File: config.mk
export PLATFORM = sky130hd
export DESIGN_NAME = two_wire_host
export DESIGN_NICKNAME = d
export VERILOG_FILES = /design/src/rtl/two_wire_host_pkg.sv /design/src/rtl/byte_fifo.sv /design/src/rtl/two_wire_host.sv
export SDC_FILE = /design/constraint.sdc
export NUM_CORES = 1
export LEC_CHECK = 0
export ABC_AREA = 1
export BUFFER_PORTS_ARGS = -buffer_cell sky130_fd_sc_hd__clkbuf_2
export CAP_MARGIN = 10
export CORE_MARGIN = 4
export CORE_UTILIZATION = 50
export DETAILED_ROUTE_END_ITERATION = 10
export PLACE_DENSITY = 0.65
export SLEW_MARGIN = 20
export SYNTH_ARGS = -nofsm -noshare
export SYNTH_HDL_FRONTEND = slang
export SYNTH_HIERARCHICAL = 1
export SYNTH_SLANG_ARGS = --single-unit
File: constraint.sdc
create_clock -name clk -period 6.3 [get_ports clk]
set_input_delay 1.26 -clock clk [delete_from_list [all_inputs] [get_ports clk]]
set_output_delay 1.26 -clock clk [all_outputs]
set_load 0.1 [all_outputs]
File: src/rtl/two_wire_host_pkg.sv
// Purpose: Shared types and constants for the two-wire bus host controller.
// Assumes: System clock of 50 MHz.
// Notes: Bus phase lengths are derived from times in nanoseconds.
`default_nettype none
package two_wire_host_pkg;
  localparam int CLK_MHZ = 50;
  localparam int CNT_W = 9;
  localparam int BYTE_W = 8;
  localparam int FIFO_DEPTH = 8;
  localparam int ADDR_W = 7;
  localparam int SYNC_W = 4;
  // Standard and fast rates: high phase minima and the full bit period.
  localparam int T_HIGH_STD_NS = 4800;
  localparam int T_HIGH_FAST_NS = 600;
  localparam int T_LOW_STD_MIN_NS = 4800;
  localparam int T_LOW_FAST_MIN_NS = 1300;
  localparam int T_PERIOD_STD_NS = 10000;
  localparam int T_PERIOD_FAST_NS = 2500;
  // The low phase fills the period so the rate never exceeds the limit.
  localparam int T_LOW_STD_NS = T_PERIOD_STD_NS - T_HIGH_STD_NS;
  localparam int T_LOW_FAST_NS = T_PERIOD_FAST_NS - T_HIGH_FAST_NS;
  localparam logic [CNT_W-1:0] HI_STD_CYC =
    CNT_W'((T_HIGH_STD_NS * CLK_MHZ + 999) / 1000);
  localparam logic [CNT_W-1:0] HI_FAST_CYC =
    CNT_W'((T_HIGH_FAST_NS * CLK_MHZ + 999) / 1000);
  localparam logic [CNT_W-1:0] LO_STD_CYC =
    CNT_W'((T_LOW_STD_NS * CLK_MHZ + 999) / 1000);
  localparam logic [CNT_W-1:0] LO_FAST_CYC =
    CNT_W'((T_LOW_FAST_NS * CLK_MHZ + 999) / 1000);
  localparam logic [CNT_W-1:0] CNT_RESET = 9'h000;
  localparam logic [3:0] ACK_BIT = 4'h8;
  localparam logic [1:0] LAST_READ_IDX = 2'h2;
  localparam logic [SYNC_W-1:0] SYNC_RESET = 4'hf;

  typedef enum logic [1:0] {
    OP_WRITE,
    OP_PTR,
    OP_READ,
    OP_AUTO
  } op_type;

  typedef enum {
    S_IDLE,
    S_SETUP,
    S_START,
    S_LOW,
    S_HIGH,
    S_RESTART,
    S_STOP_LOW,
    S_STOP_HIGH,
    S_STOP_FREE
  } state_type;

  typedef struct packed {
    op_type op;
    logic [ADDR_W-1:0] addr;
    logic [BYTE_W-1:0] ptr;
    logic [BYTE_W-1:0] d0;
    logic [BYTE_W-1:0] d1;
    logic four;
    logic fast;
  } cmd_type;

  localparam cmd_type CMD_RESET = '0;
endpackage : two_wire_host_pkg
`default_nettype wire

File: src/rtl/byte_fifo.sv
// Purpose: Small first-in first-out buffer with valid/ready on both sides.
// Assumes: Single clock domain.
// Notes: Full and empty follow the fill count exactly.
`default_nettype none
module byte_fifo #(
  parameter int WIDTH = 8,
  parameter int DEPTH = 8
) (
  input wire logic clk,
  input wire logic rst_n,
  input wire logic in_valid,
  output logic in_ready,
  input wire logic [WIDTH-1:0] in_data,
  output logic out_valid,
  input wire logic out_ready,
  output logic [WIDTH-1:0] out_data
);
  localparam int PW = $clog2(DEPTH);
  logic [WIDTH-1:0] mem_q [DEPTH];
  logic [PW-1:0] wr_q, wr_d, rd_q, rd_d;
  logic [PW:0] fill_q, fill_d;
  logic do_wr, do_rd;

  assign in_ready = (fill_q != (PW+1)'(DEPTH));
  assign out_valid = (fill_q != '0);
  assign out_data = mem_q[rd_q];
  assign do_wr = in_valid && in_ready;
  assign do_rd = out_valid && out_ready;

  always_comb begin
    wr_d = wr_q;
    rd_d = rd_q;
    fill_d = fill_q;
    if (do_wr) begin
      wr_d = (wr_q == PW'(DEPTH - 1)) ? '0 : wr_q + PW'(1);
    end
    if (do_rd) begin
      rd_d = (rd_q == PW'(DEPTH - 1)) ? '0 : rd_q + PW'(1);
    end
    if (do_wr && !do_rd) begin
      fill_d = fill_q + (PW+1)'(1);
    end else if (do_rd && !do_wr) begin
      fill_d = fill_q - (PW+1)'(1);
    end
  end

  always_ff @(posedge clk or negedge rst_n) begin
    if (!rst_n) begin
      wr_q <= '0;
      rd_q <= '0;
      fill_q <= '0;
    end else begin
      wr_q <= wr_d;
      rd_q <= rd_d;
      fill_q <= fill_d;
    end
  end

  // Storage needs no reset; it is only read once written.
  always_ff @(posedge clk) begin
    if (do_wr) begin
      mem_q[wr_q] <= in_data;
    end
  end
endmodule : byte_fifo
`default_nettype wire

File: src/rtl/two_wire_host.sv
// Purpose: Two-wire bus master that reaches the device's slave port.
// Assumes: Open-drain pins resolved outside; pull-ups on both lines.
// Notes: Received bytes pass an 8-entry buffer; a full buffer stretches SCL.
//
// How it works
// - Both lines only pulled low or released; released reads high.
// - Start is SDA falling, stop SDA rising, both while SCL high.
// - SDA changes only while SCL low, except start and stop.
// - Every byte is eight bits followed by one acknowledge bit.
// - Bits go most significant first.
// - First byte is the 7-bit address then the direction bit.
// - Write: second byte is register pointer, then one or two data bytes (none for a pointer-only write).
// - Read: address byte then two data bytes from the slave.
// - Slave returns pointed register first, then pointer plus one.
// - Sender releases SDA on ack clock; receiver holds it low throughout.
// - Missing address ack leaves SDA high; master then stops.
// - In reads the direction turns after the address acknowledge.
// - Master does not acknowledge the final read byte, then stops.
// - Slave may hold SCL low between bytes; master waits for release.
`default_nettype none
module two_wire_host (
  input wire logic clk,
  input wire logic rst_n,
  input wire logic cmd_valid,
  output logic cmd_ready,
  input wire two_wire_host_pkg::cmd_type cmd,
  output logic rd_valid,
  input wire logic rd_ready,
  output logic [7:0] rd_data,
  output logic done,
  output logic nack,
  input wire logic done_clr,
  input wire logic nack_clr,
  output logic busy,
  input wire logic scl_i,
  output logic scl_o,
  output logic scl_oe_n,
  input wire logic sda_i,
  output logic sda_o,
  output logic sda_oe_n,
  input wire logic dev_irq_i,
  input wire logic dev_ready_i,
  output logic dev_irq,
  output logic dev_ready
);
  import two_wire_host_pkg::*;

  state_type state_q, state_d;
  cmd_type cmd_q, cmd_d;
  logic [CNT_W-1:0] cnt_q, cnt_d, lo_c, hi_c, half_c;
  logic [3:0] bit_q, bit_d;
  logic [1:0] idx_q, idx_d, last_idx;
  logic rd_ph_q, rd_ph_d, hi_seen_q, hi_seen_d;
  logic [BYTE_W-1:0] sh_q, sh_d;
  logic scl_oe_n_q, scl_oe_n_d, sda_oe_n_q, sda_oe_n_d;
  logic done_q, done_d, nack_q, nack_d;
  logic push, fifo_ready, sending, last_rx;
  logic [SYNC_W-1:0] s1_q, s2_q;
  logic scl_s, sda_s;

  // Pin inputs cross into the clock domain through two flip-flops.
  always_ff @(posedge clk or negedge rst_n) begin
    if (!rst_n) begin
      s1_q <= SYNC_RESET;
      s2_q <= SYNC_RESET;
    end else begin
      s1_q <= {dev_ready_i, dev_irq_i, sda_i, scl_i};
      s2_q <= s1_q;
    end
  end
  assign scl_s = s2_q[0];
  assign sda_s = s2_q[1];
  assign dev_irq = s2_q[2];
  assign dev_ready = s2_q[3];

  // Open drain: the output level is always low, only the enable moves.
  assign scl_o = 1'b0;
  assign sda_o = 1'b0;
  assign scl_oe_n = scl_oe_n_q;
  assign sda_oe_n = sda_oe_n_q;
  assign done = done_q;
  assign nack = nack_q;
  assign busy = (state_q != S_IDLE);
  assign cmd_ready = (state_q == S_IDLE);

  // Phase lengths for the rate latched with the command.
  assign lo_c = cmd_q.fast ? LO_FAST_CYC : LO_STD_CYC;
  assign hi_c = cmd_q.fast ? HI_FAST_CYC : HI_STD_CYC;
  assign half_c = {1'b0, lo_c[CNT_W-1:1]};

  // Address byte is sent by the master even in the read phase.
  assign sending = !rd_ph_q || (idx_q == 2'h0);
  assign last_rx = rd_ph_q && (idx_q == LAST_READ_IDX);

  always_comb begin
    if (rd_ph_q) begin
      last_idx = LAST_READ_IDX;
    end else if (cmd_q.op == OP_PTR || cmd_q.op == OP_AUTO) begin
      last_idx = 2'h1;
    end else begin
      last_idx = cmd_q.four ? 2'h3 : 2'h2;
    end
  end

  function automatic logic [BYTE_W-1:0] tx_byte(
    input cmd_type c,
    input logic rd,
    input logic [1:0] i
  );
    logic [BYTE_W-1:0] b;
    b = '0;
    case (i)
      2'h0: b = {c.addr, rd};
      2'h1: b = c.ptr;
      2'h2: b = c.d0;
      2'h3: b = c.d1;
      default: b = '0;
    endcase
    return b;
  endfunction : tx_byte

  always_comb begin
    state_d = state_q;
    cmd_d = cmd_q;
    cnt_d = cnt_q;
    bit_d = bit_q;
    idx_d = idx_q;
    rd_ph_d = rd_ph_q;
    hi_seen_d = hi_seen_q;
    sh_d = sh_q;
    scl_oe_n_d = scl_oe_n_q;
    sda_oe_n_d = sda_oe_n_q;
    // A new event wins over a clear in the same cycle.
    done_d = done_q & ~done_clr;
    nack_d = nack_q & ~nack_clr;
    push = 1'b0;
    case (state_q)
      S_IDLE: begin
        scl_oe_n_d = 1'b1;
        sda_oe_n_d = 1'b1;
        if (cmd_valid) begin
          cmd_d = cmd;
          rd_ph_d = (cmd.op == OP_READ);
          idx_d = 2'h0;
          cnt_d = CNT_RESET;
          state_d = S_SETUP;
        end
      end
      S_SETUP: begin
        // Both lines released; wait until SCL really is high.
        scl_oe_n_d = 1'b1;
        if (!scl_s) begin
          cnt_d = CNT_RESET;
        end else if (cnt_q == hi_c - 9'h001) begin
          cnt_d = CNT_RESET;
          state_d = S_START;
        end else begin
          cnt_d = cnt_q + 9'h001;
        end
      end
      S_START: begin
        sda_oe_n_d = 1'b0;
        if (cnt_q == hi_c - 9'h001) begin
          cnt_d = CNT_RESET;
          bit_d = 4'h0;
          sh_d = tx_byte(cmd_q, rd_ph_q, idx_q);
          scl_oe_n_d = 1'b0;
          state_d = S_LOW;
        end else begin
          cnt_d = cnt_q + 9'h001;
        end
      end
      S_LOW: begin
        scl_oe_n_d = 1'b0;
        if (bit_q == 4'h0 && !sending && !fifo_ready) begin
          // No room for another byte: hold SCL low until one entry is read out.
          cnt_d = CNT_RESET;
        end else if (cnt_q == lo_c - 9'h001) begin
          cnt_d = CNT_RESET;
          hi_seen_d = 1'b0;
          scl_oe_n_d = 1'b1;
          state_d = S_HIGH;
        end else begin
          cnt_d = cnt_q + 9'h001;
        end
        // Data moves mid-way through the low phase, well clear of edges.
        if (cnt_q == half_c) begin
          if (bit_q != ACK_BIT) begin
            sda_oe_n_d = sending ? sh_q[BYTE_W-1] : 1'b1;
          end else if (sending) begin
            sda_oe_n_d = 1'b1;
          end else begin
            sda_oe_n_d = last_rx;
          end
        end
      end
      S_HIGH: begin
        scl_oe_n_d = 1'b1;
        if (scl_s) begin
          hi_seen_d = 1'b1;
          cnt_d = cnt_q + 9'h001;
        end
        // Ends at full high time, or early when another master pulls low.
        if ((hi_seen_q && !scl_s) ||
            (scl_s && cnt_q == hi_c - 9'h001)) begin
          cnt_d = CNT_RESET;
          hi_seen_d = 1'b0;
          scl_oe_n_d = 1'b0;
          state_d = S_LOW;
          if (bit_q != ACK_BIT) begin
            sh_d = {sh_q[BYTE_W-2:0], sda_s};
            bit_d = bit_q + 4'h1;
          end else if (sending && sda_s) begin
            nack_d = 1'b1;
            state_d = S_STOP_LOW;
          end else begin
            push = !sending;
            if (idx_q != last_idx) begin
              idx_d = idx_q + 2'h1;
              bit_d = 4'h0;
              sh_d = tx_byte(cmd_q, rd_ph_q, idx_q + 2'h1);
            end else if (cmd_q.op == OP_AUTO && !rd_ph_q) begin
              rd_ph_d = 1'b1;
              idx_d = 2'h0;
              state_d = S_RESTART;
            end else begin
              state_d = S_STOP_LOW;
            end
          end
        end
      end
      S_RESTART: begin
        scl_oe_n_d = 1'b0;
        if (cnt_q == half_c) begin
          sda_oe_n_d = 1'b1;
        end
        if (cnt_q == lo_c - 9'h001) begin
          cnt_d = CNT_RESET;
          scl_oe_n_d = 1'b1;
          state_d = S_SETUP;
        end else begin
          cnt_d = cnt_q + 9'h001;
        end
      end
      S_STOP_LOW: begin
        scl_oe_n_d = 1'b0;
        if (cnt_q == half_c) begin
          sda_oe_n_d = 1'b0;
        end
        if (cnt_q == lo_c - 9'h001) begin
          cnt_d = CNT_RESET;
          scl_oe_n_d = 1'b1;
          state_d = S_STOP_HIGH;
        end else begin
          cnt_d = cnt_q + 9'h001;
        end
      end
      S_STOP_HIGH: begin
        if (!scl_s) begin
          cnt_d = CNT_RESET;
        end else if (cnt_q == hi_c - 9'h001) begin
          cnt_d = CNT_RESET;
          sda_oe_n_d = 1'b1;
          state_d = S_STOP_FREE;
        end else begin
          cnt_d = cnt_q + 9'h001;
        end
      end
      S_STOP_FREE: begin
        // Bus free time before the next start may follow.
        if (cnt_q == hi_c - 9'h001) begin
          cnt_d = CNT_RESET;
          done_d = 1'b1;
          state_d = S_IDLE;
        end else begin
          cnt_d = cnt_q + 9'h001;
        end
      end
      default: begin
        state_d = S_IDLE;
      end
    endcase
  end

  always_ff @(posedge clk or negedge rst_n) begin
    if (!rst_n) begin
      state_q <= S_IDLE;
      cmd_q <= CMD_RESET;
      cnt_q <= CNT_RESET;
      bit_q <= 4'h0;
      idx_q <= 2'h0;
      rd_ph_q <= 1'b0;
      hi_seen_q <= 1'b0;
      sh_q <= 8'h00;
      scl_oe_n_q <= 1'b1;
      sda_oe_n_q <= 1'b1;
      done_q <= 1'b0;
      nack_q <= 1'b0;
    end else begin
      state_q <= state_d;
      cmd_q <= cmd_d;
      cnt_q <= cnt_d;
      bit_q <= bit_d;
      idx_q <= idx_d;
      rd_ph_q <= rd_ph_d;
      hi_seen_q <= hi_seen_d;
      sh_q <= sh_d;
      scl_oe_n_q <= scl_oe_n_d;
      sda_oe_n_q <= sda_oe_n_d;
      done_q <= done_d;
      nack_q <= nack_d;
    end
  end

  // Read bytes in order: pointed register first, then the next one.
  byte_fifo #(
    .WIDTH(BYTE_W),
    .DEPTH(FIFO_DEPTH)
  ) u_rx_fifo (
    .clk(clk),
    .rst_n(rst_n),
    .in_valid(push),
    .in_ready(fifo_ready),
    .in_data(sh_q),
    .out_valid(rd_valid),
    .out_ready(rd_ready),
    .out_data(rd_data)
  );
endmodule : two_wire_host
`default_nettype wire

# Yosys cells after proc, flatten, opt, wreduce, memory -nomap -nowiden
# Memory sizes are Yosys's and may differ from the RTL's.
# Index checks and enable logic that the tools add are counted.
# totals
regBits	114
ramBits	64
output_inout_bits	19
wordCells	225
n_memories	1
# mem_list
name	words	word_bits	rd	rd_clocked_by_memory_dff	write_ports	line_no	text
u_rx_fifo.mem_q	8	8	1	0	1	byte_fifo.sv:19	logic [WIDTH-1:0] mem_q [DEPTH];
# classes
add_sub_neg	9
eq_ne	48
mux	93
bitwise	4
n_reduce_logical	47
# ops
op	count
two-way mux 32 bit	12
case mux 32 bit (9 select lines)	1
== test 32 x 3 -> 1 bit (second input constant)	4
two-way mux 9 bit	8
== test 32 x 2 -> 1 bit (second input constant)	2
logical NOT 32 bit	2
case mux 8 bit (4 select lines)	2
case mux 9 bit (6 select lines)	1
two-way mux 8 bit	6
!= test 2 bit (second input constant)	19
two-way mux 1 bit	35
== test 32 x 1 -> 1 bit (second input constant)	1
== test 32 x 4 -> 1 bit (second input constant)	1
nonzero test 32 bit	1
two-way mux 4 bit	7
== test 9 bit	2
two-way mux 2 bit	9
case mux 8 bit (2 select lines)	1
two-way mux 3 bit	5
== test 2 bit (second input constant)	6
!= test 3 bit (second input constant)	4
AND reduction 12 bit	1
AND reduction 6 bit	2
nonzero test 6 bit	2
33 further kinds	67

# Longest topological paths before layout
# Gate-level depths: netlist (run 1).
# depth
ltp_word	12
ltp_mapped	21
mapped_depth_nobuf	20

# Modules after synthesis
# The synthesis (run 1) kept the hierarchy.
# modules_own_cells
module	instances	cells_per_inst	area_per_inst_um2	seq_area_each_um2
two_wire_host	1	588	4478.0	1914.3
byte_fifo	1	300	3271.9	2172.1

# Worst setup path after synthesis (run 1)
# OpenSTA, ideal clock, no wires.
# synth_timing
path_kind	flip-flop to output port
startpoint	reg state_q[3]
endpoint	out cmd_ready
t_arrival_ns	1.883
required_ns	5.040
slack_ns	3.157
stages_incl_launch_ff	4
cell_sequence	dfrtp_1 nor2_2 nand2_1 inv_2
# synth_between
elab_chain_cells	1
# synth_rtl
item	line_no	text
start, declared	two_wire_host.sv:48	state_type state_q, state_d;
start signal, assigned	two_wire_host.sv:300	state_q <= state_d;
logical NOT 32 bit	two_wire_host.sv:84	assign cmd_ready = (state_q == S_IDLE);
end, declared	two_wire_host.sv:25	output logic cmd_ready,
# No other way between the ends.

# Worst setup path after layout (run 1)
# layout_timing
startpoint	reg state_q[1]
endpoint	reg u_rx_fifo.fill_q[3]
# layout_between
elab_chain_cells	6
word_cells_on_any_way	8
cone_classes	eq/ne: 1; mux: 2; reduce/logical: 5
# layout_rtl
item	line_no	text
== test 32 x 3 -> 1 bit *	two_wire_host.sv:137	case (state_q)
two-way mux 1 bit *	two_wire_host.sv:137	
net push	two_wire_host.sv:57	logic push, fifo_ready, sending, last_rx;
logical AND 1 bit *	byte_fifo.sv:27	assign do_wr = in_valid && in_ready;
net u_rx_fifo.do_wr	byte_fifo.sv:22	logic do_wr, do_rd;
logical NOT 1 bit	byte_fifo.sv:42	end else if (do_rd && !do_wr) begin
logical AND 1 bit	byte_fifo.sv:42	
nonzero test 2 bit (no line)	-	
end signal, assigned	byte_fifo.sv:55	fill_q <= fill_d;
end, declared	byte_fifo.sv:21	logic [PW:0] fill_q, fill_d;
# The timed path passes the listed nets; every way through them passes the cells marked *.
# A chain may end at the register's enable or synchronous reset.

==> impl_metrics.env, run 1 <==
export IMPL_max_slew_margin_pct=47.1
export IMPL_fin_crit_sh_pct=60.1
export IMPL_rsz0062_at_grt="false"
export IMPL_clk_latency_ps=420
export IMPL_viasPerCell=5.24
export IMPL_synth_edff_count=64
export IMPL_fill_cells=1377
export IMPL_ys_ff_latch=150
export IMPL_arrival_ps=4100
export IMPL_final_max_slew_viol_count=0
export IMPL_cp_start_kind="flip-flop"
export IMPL_chipHeight_um=133
export IMPL_drive_gt1_share_pct=15.6
export IMPL_cts_max_path_buffers=2
export IMPL_ys_seq_area_share_pct=52.7
export IMPL_crit_type="flip-flop to flip-flop"
export IMPL_postCtsSetupBuffers=0
export IMPL_syn_cell_area_um2=7750
export IMPL_grt_pass1_wl_um=28500
export IMPL_io_pins=64
export IMPL_grt_pass1_vias=5712
export IMPL_chipWidth_um=133
export IMPL_die_area_um2=17600
export IMPL_fin_total_pwr_mw=3.59
export IMPL_ys_flop_type="dfrtp_1"
export IMPL_r2r_cells=17
export IMPL_fin_setup_tns_ps=0
export IMPL_ir_drop_mv=0.304
export IMPL_worstHoldEndpoint="s2_q[2]$_DFF_PN1_"
export IMPL_yosys_warnings=6
export IMPL_hold_path_class="flip-flop to flip-flop"
export IMPL_worstHoldStart="s1_q[2]$_DFF_PN1_"
export IMPL_drt_iter0_markers=503
export IMPL_start_util_pct=51.0
export IMPL_rows=45
export IMPL_synthTopCellsByArea="edfxtp_1 25%, dfrtp_1 25%, nand2_1 13%, nor2_1 4.2%, a21oi_1 3.8%"
export IMPL_dp_hpwl_um=11400
export IMPL_cts_buffers=17
export IMPL_cts_hold_buf=0
export IMPL_setup_violations_final=0
export IMPL_setup_ws_ps=2510
export IMPL_path_common_cell="nand2_1"
export IMPL_ant_nets=0
export IMPL_grt_max_degree=61
export IMPL_worst_path_max_delay_cell="dfrtp_1"
export IMPL_async_flop_share_pct=57.3
export IMPL_power_density_nw_per_um2=414
export IMPL_synth_cell_types=45
export IMPL_clk_pin_slew_ps=60
export IMPL_worstPathMaxFanout=20
export IMPL_antenna_found_initial=0
export IMPL_r2r_start="state_q[1]$_DFFE_PN0P_"
export IMPL_antenna_cells=0
export IMPL_slowest_delay_ps=480
export IMPL_area_growth_pct=11.8
export IMPL_cts_resized=0
export IMPL_finalWirelength_um=16700
export IMPL_core_area_um2=15200
export IMPL_finClkSkew_ps=8.22
export IMPL_cap_violations=0
export IMPL_num_vias=5958
export IMPL_cts_tree="yes"
export IMPL_cp_required_ps=6610
export IMPL_fmax_mhz=264
export IMPL_synth_avg_cell_area_um2=8.73
export IMPL_wl_per_cell_um=14.7
export IMPL_min_period_ps=3790
export IMPL_drtPass1Iterations=5
export IMPL_mostFrequentLayoutCell="nand2_1"
export IMPL_cts_htree_levels=4
export IMPL_gp_congestion=0.922
export IMPL_finalHoldViolCount=0
export IMPL_r2r_end="u_rx_fifo/fill_q[3]$_DFFE_PN0P_"
export IMPL_syn_inst=888
export IMPL_pre_cts_ws_ps=2550
export IMPL_crit_chain="nor2_4 -> inv_2 -> nor2_4 -> inv_4 -> nor2_2 -> inv_1 -> nor4_1 -> nand2_2 -> inv_2 -> ha_1 -> inv_1 -> ha_1 -> or2_2 -> nand2_1 -> nand2_1 -> nand3_1 -> nand2_1"
export IMPL_synth_top_cell_area_share_pct=24.8
export IMPL_p_leak_nw=3.93
export IMPL_tightest_slew_ps=790
export IMPL_endpoint_kind="flip-flop"
export IMPL_drc_errors=0
export IMPL_io_buffers=61
export IMPL_reg2reg_slack_ps=2510
export IMPL_root_buffer="clkbuf_16"
export IMPL_cts_sinks=150
export IMPL_synth_top_area_cell="edfxtp_1"
export IMPL_track_usage_pct=19.8
export IMPL_overflow=0
export IMPL_nets=997
export IMPL_status="completed"
export IMPL_final_cell_mix="261 x nand2_1, 86 x nor2_1, 75 x dfrtp_1"
export IMPL_holdPathStages=0
## worst max-delay path by stage
stage,start,end,cells after the start
6_report,state_q[1]$_DFFE_PN0P_,u_rx_fifo/fill_q[3]$_DFFE_PN0P_,17
5_1_grt,state_q[1]$_DFFE_PN0P_,u_rx_fifo/fill_q[3]$_DFFE_PN0P_,17
4_1_cts,u_rx_fifo/rd_q[0]$_DFFE_PN0P_,rd_data[1],5
3_5_place_dp,state_q[1]$_DFFE_PN0P_,u_rx_fifo/fill_q[3]$_DFFE_PN0P_,17
3_3_place_gp,state_q[1]$_DFFE_PN0P_,u_rx_fifo/fill_q[3]$_DFFE_PN0P_,17
2_1_floorplan,state_q[3]$_DFFE_PN0P_,cmd_ready,3
## through the flow
step | hold slack, ps | instance area, um^2 | util (%) | cells
floorplan | 345 | 7750 | - | 889
global route | 360 | 8670 | 57.0 | 1136
CTS | 357 | 8660 | 57.0 | 1136
finish | 355 | 8670 | 57.0 | 1136
global placement | 346 | 8060 | 53.0 | 1104
detailed placement | 348 | 8060 | 53.0 | 1104
## power breakdown
group	internal (mW)	switching, mW	total [mW]
combinational	0.353	0.744	1.10
sequential	1.26	0.194	1.45
clock	0.628	0.414	1.04
total	2.24	1.35	3.59
## cells in the mapped netlist (2+ instances only)
cell type	number
a21oi_1	59
buf_2	10
buf_4	6
buf_6	8
buf_8	2
clkbuf_1	9
dfrtp_1	76
dfstp_2	10
edfxtp_1	64
ha_1	16
inv_1	69
inv_2	6
inv_4	2
mux2_2	10
nand2_1	262
nand2_2	6
nand2_4	4
nand3_1	49
nand3_2	3
nand4_1	4
nor2_1	86
nor2_2	2
nor2_4	3
nor3_1	6
nor4_1	2
o211ai_1	9
o21ai_0	46
o21ai_1	20
o21ai_2	2
o221ai_1	8
o22ai_1	2
o31ai_1	2
or2_2	3
xnor2_1	6
xor2_1	6
## registers in the layout, summed over array words and instances, names as in the netlist, 2 cells and up
signal,flops
u_rx_fifo/wr_q,3
bit_q,4
sh_q,8
idx_q,2
state_q,4
cnt_q,9
u_rx_fifo/fill_q,4
u_rx_fifo/mem_q,64
cmd_q,35
s2_q,4
s1_q,4
u_rx_fifo/rd_q,3
## per-layer routing
| metal | vias to the layer above | track usage (%) | wire length [um] |
|---|---|---|---|
| met4 | 0 | 4.85 | 193 |
| met2 | 158 | 29.5 | 7470 |
| li1 | 3029 | - | - |
| met5 | - | 0 | 0 |
| met1 | 2754 | 29.6 | 8320 |
| met3 | 17 | 4.45 | 752 |
## layout make-up
type / instances / area [um^2] / area share, %
Tap cell: 188 / 235 / 2.71
Timing Repair Buffer: 62 / 315 / 3.64
Inverter: 79 / 314 / 3.62
Clock inverter: 14 / 174 / 2.01
Clock buffer: 18 / 429 / 4.95
Sequential cell: 150 / 4090 / 47.2
Multi-Input combinational cell: 625 / 3110 / 35.9
## cell families (layout without fill, tap and decap cells)
kind of cell,Yosys count,in the layout,synth area share [%]
adder cells (fa/ha/maj),17,17,2.84
AO/OA/AOI/OAI,151,151,10.7
other,1,2,0.0484
buffers and inverters,114,173,7.27
multiplexers,10,10,1.45
flip-flops,150,150,52.7
XOR/XNOR,12,12,1.36
AND/OR/NAND/NOR,433,433,23.6
## worst max-delay path: cells and delay by family, from the launching register on
family	cells	cell delay (ps)
buf+inv	5	560
simple gates	10	2090
flops	1	480
fa+ha+maj	2	530
No activity file was read; power rests on OpenSTA's default activity.
==> run 2, diff against run 1 <==
==> constraint.sdc (replaced) <==
create_clock -name clk -period 3.6 [get_ports clk]
set_input_delay 0.72 -clock clk [delete_from_list [all_inputs] [get_ports clk]]
set_output_delay 0.72 -clock clk [all_outputs]
set_load 0.1 [all_outputs]
==> run 2 against run 1 <==
Via count increased by 0.81%. Global-route usage decreased by 0.17 points. Register-to-register slack got worse by 2000 ps. Design area increased by 0.36%. Worst setup slack got worse by 2000 ps. Sequential power increased by 74%. Wire length decreased by 2.6%. Hold slack about the same. Total power increased by 71%. Count of clock-buffer cells in the layout increased by 5.
==> impl_metrics.env, run 2 (synthesis gave the netlist of run 1 again) <==
export IMPL_fin_total_pwr_mw=6.12
export IMPL_cp_start_kind="flip-flop"
export IMPL_gp_congestion=0.925
export IMPL_finalWirelength_um=16300
export IMPL_tightest_slew_ps=734
export IMPL_drive_gt1_share_pct=16.5
export IMPL_cts_htree_levels=4
export IMPL_chipHeight_um=133
export IMPL_drtPass1Iterations=5
export IMPL_path_common_cell="nand2_1"
export IMPL_die_area_um2=17600
export IMPL_min_period_ps=3130
export IMPL_rows=45
export IMPL_overflow=0
export IMPL_cp_num_buf_inv=3
export IMPL_setup_ws_ps=472
export IMPL_crit_type="flip-flop to flip-flop"
export IMPL_antenna_cells=0
export IMPL_fmax_mhz=320
export IMPL_cts_tree="yes"
export IMPL_pre_cts_ws_ps=487
export IMPL_final_max_slew_viol_count=0
export IMPL_fin_crit_sh_pct=86.9
export IMPL_cts_buffers=17
export IMPL_worstPathMaxFanout=9
export IMPL_status="completed"
export IMPL_mostFrequentLayoutCell="nand2_1"
export IMPL_drt_iter0_markers=392
export IMPL_largest_register="u_rx_fifo/mem_q"
export IMPL_ant_nets=0
export IMPL_max_slew_margin_pct=51.1
export IMPL_clk_pin_slew_ps=60
export IMPL_crit_chain="inv_4 -> nand2_1 -> nand2_1 -> a21oi_1 -> nand3_2 -> nand2_1 -> nand2_1 -> nor4_1 -> nand2_2 -> inv_2 -> ha_1 -> inv_1 -> ha_1 -> or2_2 -> nand2_1 -> nand2_1 -> nand3_1 -> nand2_1"
export IMPL_io_pins=64
export IMPL_cts_hold_buf=0
export IMPL_antenna_found_initial=0
export IMPL_cts_sinks=150
export IMPL_largest_reg_flops=64
export IMPL_fin_setup_tns_ps=0
export IMPL_p_leak_nw=3.97
export IMPL_critical_path_top_delay_family="simple AND/OR/NAND/NOR gates"
export IMPL_largest_registers="u_rx_fifo/mem_q: 64 flops, cmd_q: 35 flops, cnt_q: 9 flops"
export IMPL_stdcell_count=1146
export IMPL_core_area_um2=15200
export IMPL_wl_per_cell_um=14.2
export IMPL_rsz0062_at_grt="false"
export IMPL_dp_hpwl_um=11400
export IMPL_root_buffer="clkbuf_16"
export IMPL_grt_pass1_vias=5680
export IMPL_grt_max_degree=61
export IMPL_postCtsSetupBuffers=0
export IMPL_power_density_nw_per_um2=704
export IMPL_worst_path_max_delay_cell="dfrtp_1"
export IMPL_clk_latency_ps=420
export IMPL_cts_resized=0
export IMPL_io_buffers=61
export IMPL_dp_cells=1114
export IMPL_num_vias=6006
export IMPL_hold_path_class="input pin to async pin"
export IMPL_cap_violations=0
export IMPL_track_usage_pct=19.6
export IMPL_setup_violations_final=0
export IMPL_viasPerCell=5.24
export IMPL_finClkSkew_ps=9.46
export IMPL_nets=1007
export IMPL_cp_required_ps=3910
export IMPL_grt_pass1_wl_um=28300
export IMPL_start_util_pct=51.0
export IMPL_endpoint_kind="flip-flop"
export IMPL_final_cell_mix="261 x nand2_1, 86 x nor2_1, 76 x dfrtp_1"
export IMPL_cts_max_path_buffers=2
export IMPL_finalHoldViolCount=0
export IMPL_slowest_delay_ps=570
export IMPL_arrival_ps=3440
export IMPL_area_growth_pct=12.2
export IMPL_chipWidth_um=133
export IMPL_ir_drop_mv=0.394
export IMPL_drc_errors=0
-- run 2: cell count changes in the layout (fill, tap and decap cells not counted) --
cell	before	now
dfrtp_2	1	0
clkinvlp_2	1	0
bufinv_16	3	0
clkbuf_16	17	18
clkbuf_4	0	2
clkbuf_8	0	2
clkinvlp_4	1	2
inv_6	2	3
inv_8	3	1
inv_4	2	4
clkinv_4	3	1
buf_4	2	12
dfrtp_1	75	76
clkinv_1	1	0
-- run 2: through the flow --
| stage | util (%) | hold WS [ps] | cell area (um^2) |
|---|---|---|---|
| 3_5_place_dp | 53.5 | 348 | 8130 |
| 6_report | 57.2 | 355 | 8700 |
| 2_1_floorplan | - | 345 | 7750 |
| 3_3_place_gp | 53.5 | 345 | 8130 |
| 5_1_grt | 57.2 | 357 | 8700 |
| 4_1_cts | 57.2 | 356 | 8690 |
-- run 2: worst reg2reg max path, delay by kind of cell, from the launching register on --
kind | cells | cell delay, ps
buf+inv | 3 | 360
flops | 1 | 570
compound gates | 1 | 180
simple gates | 12 | 1400
fa+ha+maj | 2 | 530
-- run 2: final timing paths --
| kind | from | endpoint | slack, ps | depth (start not counted) |
|---|---|---|---|---|
| hold / removal | rst_n | state_q[0]$_DFFE_PN0P_ | 360 | 1 |
| min in group clk | s1_q[2]$_DFF_PN1_ | s2_q[2]$_DFF_PN1_ | 360 | 0 |
| setup / recovery | cmd_q[0]$_DFFE_PN0P_ | u_rx_fifo/fill_q[3]$_DFFE_PN0P_ | 470 | 18 |
| hold reg to reg | s1_q[2]$_DFF_PN1_ | s2_q[2]$_DFF_PN1_ | 360 | 0 |
| max in group asynchronous | rst_n | s2_q[2]$_DFF_PN1_ | 2470 | 2 |
| setup reg to reg | cmd_q[0]$_DFFE_PN0P_ | u_rx_fifo/fill_q[3]$_DFFE_PN0P_ | 470 | 18 |
-- run 2: report_power, final --
group / total [mW] / switching (mW) / internal [mW]
clock: 1.68 / 0.703 / 0.979
sequential: 2.52 / 0.320 / 2.20
combinational: 1.92 / 1.30 / 0.623
total: 6.12 / 2.32 / 3.80
-- run 2: area by class of cell --
| class | count | area (um^2) |
|---|---|---|
| Fill cell | 1343 | 6500 |
| Clock buffer | 23 | 497 |
| Multi-Input combinational cell | 625 | 3110 |
| Sequential cell | 150 | 4090 |
| Tap cell | 188 | 235 |
| Clock inverter | 9 | 63.8 |
| Timing Repair Buffer | 72 | 390 |
| Inverter | 79 | 314 |
-- run 2: per-layer routing --
layer / share of wire [%] / vias to the layer above / track usage [%]
li1: - / 3039 / -
met1: 50 / 2785 / 28.9
met2: 44 / 158 / 29.2
met3: 4.6 / 24 / 3.46
met4: 1.5 / 0 / 7.39
met5: 0 / - / 0
